### config.mk
export PLATFORM = sky130hd
export DESIGN_NAME = acrc_core
export DESIGN_NICKNAME = d
export VERILOG_FILES = /design/src/logic/acrc_pkg.sv /design/src/logic/acrc_core.sv
export VERILOG_INCLUDE_DIRS = /design/src /design/src/logic
export SDC_FILE = /design/constraint.sdc
export NUM_CORES = 1
export LEC_CHECK = 0
export ABC_AREA = 1
export BUFFER_PORTS_ARGS = -buffer_cell sky130_fd_sc_hd__buf_2
export CAP_MARGIN = 20
export CORE_MARGIN = 10
export CORE_UTILIZATION = 51
export CTS_BUF_LIST = sky130_fd_sc_hd__clkbuf_8
export CTS_CLUSTER_DIAMETER = 120
export DETAILED_ROUTE_END_ITERATION = 12
export GPL_TIMING_DRIVEN = 0
export PLACE_DENSITY = 0.81
export SETUP_SLACK_MARGIN = 0.05
export SYNTH_ARGS = -nofsm -noshare
export SYNTH_HDL_FRONTEND = slang
export SYNTH_SLANG_ARGS = --single-unit
### constraint.sdc
create_clock -name ref_clk -period 2.01 [get_ports ref_clk]
set_input_delay 0.1005 -clock ref_clk [delete_from_list [all_inputs] [get_ports ref_clk]]
set_output_delay 0.1005 -clock ref_clk [all_outputs]
set_load 0.1 [all_outputs]
### src/logic/acrc_params.svh
`ifndef ACRC_PARAMS_SVH
`define ACRC_PARAMS_SVH
// Register byte addresses (one aligned word each)
`define ACRC_OFS_SC1 12'h000
`define ACRC_OFS_SC2 12'h004
`define ACRC_OFS_RESH 12'h008
`define ACRC_OFS_RESL 12'h00c
`define ACRC_OFS_CVH 12'h010
`define ACRC_OFS_CVL 12'h014
`define ACRC_OFS_CFG 12'h018
`define ACRC_OFS_PC2 12'h01c
`define ACRC_OFS_PC3 12'h020
`define ACRC_OFS_IST 12'h024
`define ACRC_OFS_IMSK 12'h028
`define ACRC_OFS_CTRL 12'h02c
// Status/control one fields
`define ACRC_SC1_CONVERSION_COMPLETE_FLAG 7
`define ACRC_SC1_CONVERSION_INTERRUPT_ENABLE 6
`define ACRC_SC1_CONT 5
// Status/control two fields
`define ACRC_SC2_BUSY 7
`define ACRC_SC2_CMPEN 5
`define ACRC_SC2_CMPGT 4
// Configuration fields
`define ACRC_CFG_MODE10 3
`define ACRC_CFG_LSMP 4
`define ACRC_CFG_ACLK 0
// Channel select all ones disables the converter
`define ACRC_CH_OFF 5'h1f
// Interrupt status bits
`define ACRC_IST_DONE 0
`define ACRC_IST_DROP 1
`define ACRC_IST_ABORT 2
// Conversion clock cycles per conversion, subsequent 10-bit short sample
`define ACRC_CONV_CYC 8'd20
`define ACRC_CONV_CYC_LONG 8'd40
`define ACRC_RESET_RES 8'h00
`endif

### src/logic/acrc_pkg.sv
package acrc_pkg;
  typedef enum logic [2:0]
  {
    ACRC_IDLE = 3'b001,
    ACRC_CONV = 3'b010,
    ACRC_DONE = 3'b100
  } acrc_state_type;
endpackage

### src/logic/acrc_core.sv
// Added by the designer: the AHB-Lite interface to the registers and the address map.
`timescale 1ns/1ps
`default_nettype none
`include "acrc_params.svh"
// How it works
// - Complete flag sets when result registers load
// - Interrupt raised if enable high at completion
// - 10-bit high read blocks result overwrite
// - Blocked result dropped, flag not set for it
// - Single compare-false conversion stops when blocked
// - Otherwise blocked transfer restarts a conversion
// - Control-one write aborts, restarts unless all ones
// - Mode register writes abort running conversion
// - Stop without async clock aborts conversion
// - Aborts keep last good result
// - Reset aborts and clears result registers
// - Pin-control bit one disables port control
// - Third pin register maps channels 16-23
// - Second register bits 1,0 map channels 9,8
// - Channel field addresses 28, four built
// - Idle until started; async clock enabled then
// - Subsequent 10-bit conversion within 20 cycles
module acrc_core #(
  parameter int NUM_CH = 4
) (
  // Clock, reset, enable
  input wire logic ref_clk,
  input wire logic sys_rst,
  input wire logic clk_en,
  // AHB-Lite slave
  input wire logic hsel,
  input wire logic [11:0] haddr,
  input wire logic [1:0] htrans,
  input wire logic hwrite,
  input wire logic [2:0] hsize,
  input wire logic [31:0] hwdata,
  input wire logic hready,
  output logic [31:0] hrdata,
  output logic hreadyout,
  output logic hresp,
  // Converter side
  input wire logic conv_tick,
  input wire logic [9:0] conv_data,
  input wire logic stop_mode,
  // Outputs
  output logic [4:0] conv_channel,
  output logic conv_active,
  output logic async_clk_enable,
  output logic [23:0] port_io_disable,
  output logic irq
);
  typedef struct packed {
    acrc_pkg::acrc_state_type st;
    logic ph_valid;
    logic ph_write;
    logic [11:0] ph_addr;
    logic [7:0] sc1;
    logic [7:0] sc2;
    logic [7:0] cfg;
    logic [7:0] cvh;
    logic [7:0] cvl;
    logic [7:0] resh;
    logic [7:0] resl;
    logic [15:0] pc;
    logic [2:0] ist;
    logic [2:0] imsk;
    logic blocked;
    logic [7:0] cnt;
    logic [9:0] sample;
    logic [31:0] rdata;
  } acrc_regs_type;

  acrc_regs_type r_q;
  acrc_regs_type r_d;

  logic addr_ok;
  logic [31:0] rd_mux;
  logic mode10;
  logic cmp_true;
  logic [9:0] cmp_val;
  logic [7:0] conv_len;

  // Reads take one wait state so that hrdata can come straight from a flop
  assign hreadyout = !(r_q.ph_valid && !r_q.ph_write);
  assign hresp = 1'b0;
  assign hrdata = r_q.rdata;
  assign mode10 = r_q.cfg[`ACRC_CFG_MODE10];
  assign cmp_val = {r_q.cvh[1:0], r_q.cvl};
  assign conv_len = r_q.cfg[`ACRC_CFG_LSMP] ? `ACRC_CONV_CYC_LONG : `ACRC_CONV_CYC;
  assign cmp_true = r_q.sc2[`ACRC_SC2_CMPGT] ? (r_q.sample >= cmp_val) : (r_q.sample < cmp_val);
  assign conv_channel = r_q.sc1[4:0];
  assign conv_active = (r_q.st == acrc_pkg::ACRC_CONV);
  assign async_clk_enable = conv_active && r_q.cfg[`ACRC_CFG_ACLK];
  assign irq = |(r_q.ist & r_q.imsk);

  // Pin control: channels 8-15 from second register, 16-23 from third
  genvar gi;
  generate
    for (gi = 0; gi < 24; gi = gi + 1)
    begin : g_pin
      if (gi < 8)
      begin : g_lo
        // Only the low NUM_CH inputs are built; no pin-control register
        assign port_io_disable[gi] = 1'b0;
      end
      else
      begin : g_hi
        assign port_io_disable[gi] = r_q.pc[gi-8];
      end
    end
  endgenerate

  // Read data mux
  always_comb
  begin
    rd_mux = 32'h0000_0000;
    addr_ok = 1'b1;
    unique case (r_q.ph_addr)
      `ACRC_OFS_SC1: rd_mux[7:0] = r_q.sc1;
      `ACRC_OFS_SC2: rd_mux[7:0] = {conv_active, r_q.sc2[6:0]};
      `ACRC_OFS_RESH: rd_mux[7:0] = r_q.resh;
      `ACRC_OFS_RESL: rd_mux[7:0] = r_q.resl;
      `ACRC_OFS_CVH: rd_mux[7:0] = r_q.cvh;
      `ACRC_OFS_CVL: rd_mux[7:0] = r_q.cvl;
      `ACRC_OFS_CFG: rd_mux[7:0] = r_q.cfg;
      `ACRC_OFS_PC2: rd_mux[7:0] = r_q.pc[7:0];
      `ACRC_OFS_PC3: rd_mux[7:0] = r_q.pc[15:8];
      `ACRC_OFS_IST: rd_mux[2:0] = r_q.ist;
      `ACRC_OFS_IMSK: rd_mux[2:0] = r_q.imsk;
      `ACRC_OFS_CTRL: rd_mux[0] = r_q.blocked;
      default: addr_ok = 1'b0;
    endcase
  end

  // Next-state logic for the whole block
  always_comb
  begin
    logic wr;
    logic rd;
    logic abort;
    logic start;
    logic [2:0] ev;
    logic xfer;
    wr = 1'b0;
    xfer = 1'b0;
    rd = 1'b0;
    abort = 1'b0;
    start = 1'b0;
    ev = 3'b000;
    r_d = r_q;
    // Address phase capture
    r_d.ph_valid = hsel && hready && htrans[1];
    r_d.ph_write = hwrite;
    r_d.ph_addr = haddr;
    wr = r_q.ph_valid && r_q.ph_write && addr_ok;
    rd = r_q.ph_valid && !r_q.ph_write && addr_ok;
    // Unmapped reads return zero
    if (rd)
    begin
      r_d.rdata = rd_mux;
    end
    else if (r_q.ph_valid)
    begin
      r_d.rdata = 32'h0000_0000;
    end
    // Read of the high byte in 10-bit mode locks the pair until low is read
    if (rd && mode10 && r_q.ph_addr == `ACRC_OFS_RESH)
    begin
      r_d.blocked = 1'b1;
    end
    if (rd && r_q.ph_addr == `ACRC_OFS_RESL)
    begin
      r_d.blocked = 1'b0;
    end
    // Register writes
    if (wr)
    begin
      unique case (r_q.ph_addr)
        `ACRC_OFS_SC1:
        begin
          r_d.sc1 = {1'b0, hwdata[6:5], hwdata[4:0]};
          abort = 1'b1;
          start = (hwdata[4:0] != `ACRC_CH_OFF);
        end
        `ACRC_OFS_SC2:
        begin
          r_d.sc2 = {1'b0, hwdata[6:0]};
          abort = 1'b1;
        end
        `ACRC_OFS_CFG:
        begin
          r_d.cfg = hwdata[7:0];
          abort = 1'b1;
        end
        `ACRC_OFS_CVH:
        begin
          r_d.cvh = hwdata[7:0];
          abort = 1'b1;
        end
        `ACRC_OFS_CVL:
        begin
          r_d.cvl = hwdata[7:0];
          abort = 1'b1;
        end
        `ACRC_OFS_PC2: r_d.pc[7:0] = hwdata[7:0];
        `ACRC_OFS_PC3: r_d.pc[15:8] = hwdata[7:0];
        `ACRC_OFS_IMSK: r_d.imsk = hwdata[2:0];
        default:
        begin
        end
      endcase
    end
    // Stop mode without async clock kills conversion
    if (stop_mode && !r_q.cfg[`ACRC_CFG_ACLK])
    begin
      abort = 1'b1;
    end
    // Converter sequencing
    unique case (r_q.st)
      acrc_pkg::ACRC_IDLE:
      begin
        if (start && !stop_mode)
        begin
          r_d.st = acrc_pkg::ACRC_CONV;
          r_d.cnt = 8'd0;
        end
      end
      acrc_pkg::ACRC_CONV:
      begin
        if (abort)
        begin
          // Results left as they were
          r_d.st = (start && !stop_mode) ? acrc_pkg::ACRC_CONV : acrc_pkg::ACRC_IDLE;
          r_d.cnt = 8'd0;
          ev[`ACRC_IST_ABORT] = 1'b1;
        end
        else if (conv_tick)
        begin
          if (r_q.cnt == conv_len - 8'd1)
          begin
            r_d.st = acrc_pkg::ACRC_DONE;
            r_d.sample = conv_data; // Latched while the analog side still drives it
          end
          r_d.cnt = r_q.cnt + 8'd1;
        end
      end
      acrc_pkg::ACRC_DONE:
      begin
        r_d.cnt = 8'd0;
        if (abort)
        begin
          r_d.st = (start && !stop_mode) ? acrc_pkg::ACRC_CONV : acrc_pkg::ACRC_IDLE;
          ev[`ACRC_IST_ABORT] = 1'b1;
        end
        else if (r_q.sc2[`ACRC_SC2_CMPEN] && !cmp_true)
        begin
          // Compare false: no transfer, single stops, continuous goes on
          r_d.st = r_q.sc1[`ACRC_SC1_CONT] ? acrc_pkg::ACRC_CONV : acrc_pkg::ACRC_IDLE;
        end
        else if (r_q.blocked)
        begin
          // Result lost, another conversion launched
          r_d.st = acrc_pkg::ACRC_CONV;
          ev[`ACRC_IST_DROP] = 1'b1;
        end
        else
        begin
          r_d.resh = {6'b000000, r_q.sample[9:8]};
          r_d.resl = r_q.sample[7:0];
          if (!mode10)
          begin
            r_d.resh = `ACRC_RESET_RES;
            r_d.resl = r_q.sample[9:2];
          end
          r_d.sc1[`ACRC_SC1_CONVERSION_COMPLETE_FLAG] = 1'b1;
          xfer = 1'b1;
          ev[`ACRC_IST_DONE] = 1'b1;
          r_d.st = r_q.sc1[`ACRC_SC1_CONT] ? acrc_pkg::ACRC_CONV : acrc_pkg::ACRC_IDLE;
        end
      end
      default: r_d.st = acrc_pkg::ACRC_IDLE;
    endcase
    // Drop the completion event unless the interrupt enable bit is set
    if (ev[`ACRC_IST_DONE] && !r_q.sc1[`ACRC_SC1_CONVERSION_INTERRUPT_ENABLE])
    begin
      ev[`ACRC_IST_DONE] = 1'b0;
    end
    // Reading the low result byte clears the complete flag; a result landing now wins
    if (rd && (r_q.ph_addr == `ACRC_OFS_RESL) && !xfer)
    begin
      r_d.sc1[`ACRC_SC1_CONVERSION_COMPLETE_FLAG] = 1'b0;
    end
    // Write-one-to-clear; a new event wins over the clear
    if (wr && r_q.ph_addr == `ACRC_OFS_IST)
    begin
      r_d.ist = r_q.ist & ~hwdata[2:0];
    end
    r_d.ist = r_d.ist | ev;
  end

  // State register with synchronous reset and clock enable
  always_ff @(posedge ref_clk)
  begin
    if (sys_rst)
    begin
      r_q <= '0;
      r_q.st <= acrc_pkg::ACRC_IDLE;
      r_q.sc1 <= {3'b000, `ACRC_CH_OFF};
      r_q.resh <= `ACRC_RESET_RES;
      r_q.resl <= `ACRC_RESET_RES;
    end
    else if (clk_en)
    begin
      r_q <= r_d;
    end
  end

  function automatic logic abort_any();
    abort_any = r_q.ph_valid && r_q.ph_write &&
      (r_q.ph_addr == `ACRC_OFS_SC1 || r_q.ph_addr == `ACRC_OFS_SC2 || r_q.ph_addr == `ACRC_OFS_CFG ||
       r_q.ph_addr == `ACRC_OFS_CVH || r_q.ph_addr == `ACRC_OFS_CVL) ||
      (stop_mode && !r_q.cfg[`ACRC_CFG_ACLK]);
  endfunction
endmodule
`default_nettype wire

# Yosys cells after proc, flatten, opt, wreduce, memory -nomap -nowiden
# Index checks and enable logic that the tools add are counted.
# totals
ff_bits	145
input_bits	67
out_inout_bits	66
wordCells	149
# classes
addsub	2
n_lt_le_gt_ge	2
eq_ne	19
muxes	54
n_bitwise	7
n_reduce_logical	45
# ops
op	count
two-way mux 32 bit	2
== test 12 x 5 -> 1 bit, second input constant	4
== test 12 x 6 -> 1 bit, second input constant	4
two-way mux 8 bit	6
case mux 5 bit (9 select lines)	1
two-way mux 40 bit	1
== test 12 x 4 -> 1 bit, second input constant	2
case mux 8 bit (3 select lines)	1
AND reduction 3 bit	8
two-way mux 1 bit	22
case mux 2 bit (11 select lines)	1
two-way mux 10 bit	2
two-way mux 18 bit	1
logical AND 1 bit	16
two-way mux 2 bit	8
two-way mux 3 bit	5
== test 12 x 3 -> 1 bit, second input constant	1
logical NOT 12 bit	1
case mux 1 bit (12 select lines)	1
OR reduction 12 bit	1
>= comparator 10 bit	1
< comparator 10 bit	1
AND reduction 5 bit	2
case mux 3 bit (3 select lines)	1
other kinds (24)	36

# Logic depth before layout (Yosys ltp)
# logic_depth
word_depth	11
ltp_mapped	19
mapped_depth_nobuf	19

# Least setup slack after synthesis
# Ideal clock, no wire load.
# synth_timing
path_type	register to output
start	reg r_q[144] in the netlist's numbering
end	out async_clk_enable
arrival_ns	4.429
required_ns	1.910
slack_ns	-2.519
path_stages_with_launch	5
n_path_buf	0
cell_sequence	dfxtp_1 inv_1 nor3_1 inv_1 nor2_1
# synth_via
elab_chain_cells	2
# synth_lines
element	line	source
from (decl)	acrc_core.sv:73	acrc_regs_type r_q;
from (signal assigned)	acrc_core.sv:314	r_q <= r_d;
== test 3 x 2 -> 1 bit	acrc_core.sv:92	assign conv_active = (r_q.st == acrc_pkg::ACRC_CONV);
net conv_active	acrc_core.sv:47	output logic conv_active,
logical AND 1 bit	acrc_core.sv:93	assign async_clk_enable = conv_active && r_q.cfg[`ACRC_CFG_ACLK];
to (decl)	acrc_core.sv:48	output logic async_clk_enable,
# The timed path passes the listed nets, and every way through them passes these cells.

# Worst setup path in the final report
# layout_timing
start	reg r_q[139] in the netlist's numbering
end	reg r_q, in the netlist cmp_val[2]
# layout_via
elab_chain_cells	5
word_cells_on_any_way	16
cone_classes	eq/ne (11); mux (1); reduce/logical (4)
# layout_lines
element	line	source
== test 12 x 4 -> 1 bit (tied with other cells)	acrc_core.sv:118	unique case (r_q.ph_addr)
OR reduction 12 bit (no line)	n/a	
two-way mux 1 bit	acrc_core.sv:118	
logical AND 1 bit	acrc_core.sv:155	wr = r_q.ph_valid && r_q.ph_write && addr_ok;
AND reduction 3 bit (no line) *	n/a	
# Mark *: on every way between the ends. The rest lies on a longest branch, timed or not.
# A chain may end at the register's enable or synchronous reset.

==> reports/summary.txt <==
Final max-slew violation count: 0
Yosys cell types: 36
Critical path data arrival time: 2.89 ns
GR Util All Layers: 0.2542
Wirelength per Cell: 22.57 µm
Yosys reg bits: 115
Maximum VDD drop: 0.4582 mV
Min-Delay Path Class: input pin to flip-flop
# rows: 39
Ys flop type: dfxtp_1
Max-cap violations: 0
Mapped cell area: 0.006073 mm²
Final WL: 27990 µm
Rel. slew slack: 0.2815
H-tree Lvls: 4
RSZ-0062 raised after global routing: true
Yosys top cell by area: dfxtp_1
IO buf count: 68
PD cells: 629.9 mW/mm²
Vias in the first global route: 6634
Nets: 1163
Routed via count: 7713
Total CTS buffers: 17
Synth async-reset ratio: 0
Fin area: 0.009751 mm²
Worst r2r src: r_q[139]
CP max FO: 8
DR vias/cell: 6.220
Yosys top cell area share: 0.3791
CP endpoint kind: flip-flop
Average size of a mapped cell: 7.070 µm²
Min cycle time layout: 2.537 ns
DRC violations left: 0
Status: complete, but fails checks
Fmax: 0.3942 GHz
Core region area: 0.01152 mm²
Commonest cells in the netlist: 134 x nand2_1, 117 x nor2_1, 115 x dfxtp_1
Post-placement cell count: 1102
CP startpoint: r_q[139]
Critical path launch point type: flip-flop
FF-to-FF setup slack: -0.53 ns
Synth top area cells: dfxtp_1 38%, nand2_1 8.3%, buf_4 7.7%, nor2_1 7.2%, inv_1 6.5%
ANT cells: 0
Filler Cells Inserted: 559
Clock Path Buffers: 2
Share of layout cells above drive strength 1: 0.4777
Area Overhead vs Synth: 60.55%
TritonCTS clock tree: built
Non-filler cells, final: 1240
Period Utilization, post-route: 1.262
Post-synthesis sequential area ratio: 0.3791
Initial antenna violation count: 0
Final setup skew: 0.01643 ns
Clk sinks: 115
DRT iter0 DRCs: 1215
Required @ worst endpoint: 2.36 ns
Number of optimization iterations in the first detailed-route pass: 8
Setup Viol. Count Final: 101
GR Overflow Total: 0
Clock latency on the worst-skew pair: 0.47 ns
Worst-margin pin slew: 1.078 ns
Hold Violations, Final: 1
Min-delay src: hready
Placement Cell Area: 0.006918 mm²
Warnings, synthesis: 0
Die Span X: 129.1 µm
Die height: 129.1 µm
Final worst slack: -0.5269 ns
CP Class: flip-flop to flip-flop
Placer Congestion: 1.005
Top-count cell post-synth: nand2_1
Post-synth EDFFs: 0
IO Count: 133
Root Buffer: clkbuf_8
Initial Utilization: 0.5274
Largest net degree at the start of global routing: 17
Leakage power: 3.968 nW
WHS: -0.0007557 ns
Routed Antenna Nets: 0
Dpl hpwl: 13470 µm
Clock slew at reported path FFs: 0.08 ns
Failing checks: hold timing, setup timing
Full die area: 0.01667 mm²
Synthesized netlist cell count: 859
First-pass GRT wire length: 33920 µm
[kinds of logic (layout without fill, tap and decap cells)]
group,count (synthesis),count (layout),synth area share
AO/OA/AOI/OAI,195,195,0.1953
adder cells (fa/ha/maj),11,11,0.02266
other,1,33,0.0006175
XOR/XNOR,1,1,0.001442
AND/OR/NAND/NOR,327,329,0.2311
buffers and inverters,209,413,0.1698
flip-flops,115,115,0.3791
[worst max-delay path, cell delays in order, from the launching register on]
cell	delay, ns
dfxtp_2	0.34
nor2_4	0.13
nand2_4	0.11
nor2_4	0.28
nand2_4	0.13
nand2_4	0.12
nor2_4	0.05
nand3_4	0.12
nand2_4	0.08
nor2_4	0.16
buf_12	0.19
nand3_4	0.15
clkbuf_16	0.21
a211oi_2	0.33
[cells in the final DEF, fill, tap and decap left out, types with 4 or more instances in the layout]
master         instances
buf_6                 27
nand2_8                9
dlygate4sd3_1         24
nand3_4               13
clkbuf_1              18
conb_1                33
o21ai_0               27
buf_4                107
nand2_4               16
a221oi_1               5
nor2_1                56
nor2_2                16
nand4_1                9
o211ai_1               5
o21ai_1                6
a211oi_2              45
dfxtp_2               11
nand2_2               29
o22ai_1               22
nand3_2                7
nor2_4                51
clkbuf_8              20
inv_4                  4
dfxtp_1              103
inv_2                 15
buf_12                 6
ha_1                  11
a21oi_2               19
nand3_1               23
inv_1                 92
clkinv_2               5
nor3_1                 6
o21ai_2               16
buf_8                 12
a21oi_1               33
buf_2                 69
nand2_1               87
[cell type report]
class	count	area (µm²)	area share
Buffer	94	729.5	0.07481
Tap cell	143	178.9	0.01835
Multi-Input combinational cell	569	4220	0.4328
Clock buffer	20	275.3	0.02823
Timing Repair Buffer	173	1410	0.1446
Clock inverter	11	135.1	0.01386
Sequential cell	115	2320	0.2379
Inverter	115	481.7	0.04940
[layer usage]
metal,routed length [µm],GRT usage,share of wire,vias to the layer above
li1,-,-,-,3221
met1,9678,0.2903,0.35,3475
met2,12360,0.4121,0.44,785
met3,3848,0.07341,0.14,232
met4,2101,0.1599,0.075,0
met5,0,0,0,-
[state kept, by name (all words and copies together) (netlist names)]
name             cells
conv_channel         5
port_io_disable     16
mode10               1
hrdata               8
cmp_val             10
r_q                 75
[worst paths after layout]
| check | endpoint | cells after the start |
|---|---|---|
| worst min register to register | hrdata[1] | 2 |
| worst min-delay path | r_q[142] | 5 |
| worst max-delay path | cmp_val[2] | 13 |
| worst max register to register | cmp_val[2] | 13 |
[timing repair]
item                                   in CTS  in global routing
hold buffers                               24                  0
gates cloned                                9                  1
gates resized for setup                   175                213
setup endpoints to repair                 101                101
pin swaps                                  33                 52
endpoints found under the hold margin      27                  0
setup buffers                              49                 27
[metrics by stage]
stage | utilization | hold WS [ns] | power (mW) | TNS (ns) | setup WS (ns)
floorplan | - | 0.2354 | 3.175 | -7.513 | -0.2412
global placement | 0.6007 | 0.3260 | 3.317 | -45.29 | -0.6827
detailed placement | 0.6007 | 0.3297 | 3.329 | -46.04 | -0.6543
CTS | 0.7588 | 0.01660 | 5.773 | -6.876 | -0.1711
global route | 0.8467 | 0.04287 | 6.238 | -32.41 | -0.5458
finish | 0.8467 | -0.0007557 | 6.142 | -27.56 | -0.5269
[where the power goes]
group | switching, mW | total (mW) | internal (mW)
clock network | 1.04 | 2.35 | 1.30
logic | 0.918 | 1.37 | 0.452
registers | 0.0802 | 2.42 | 2.34
total | 2.04 | 6.14 | 4.10
Note: power is estimated with default switching activity, not from simulation.
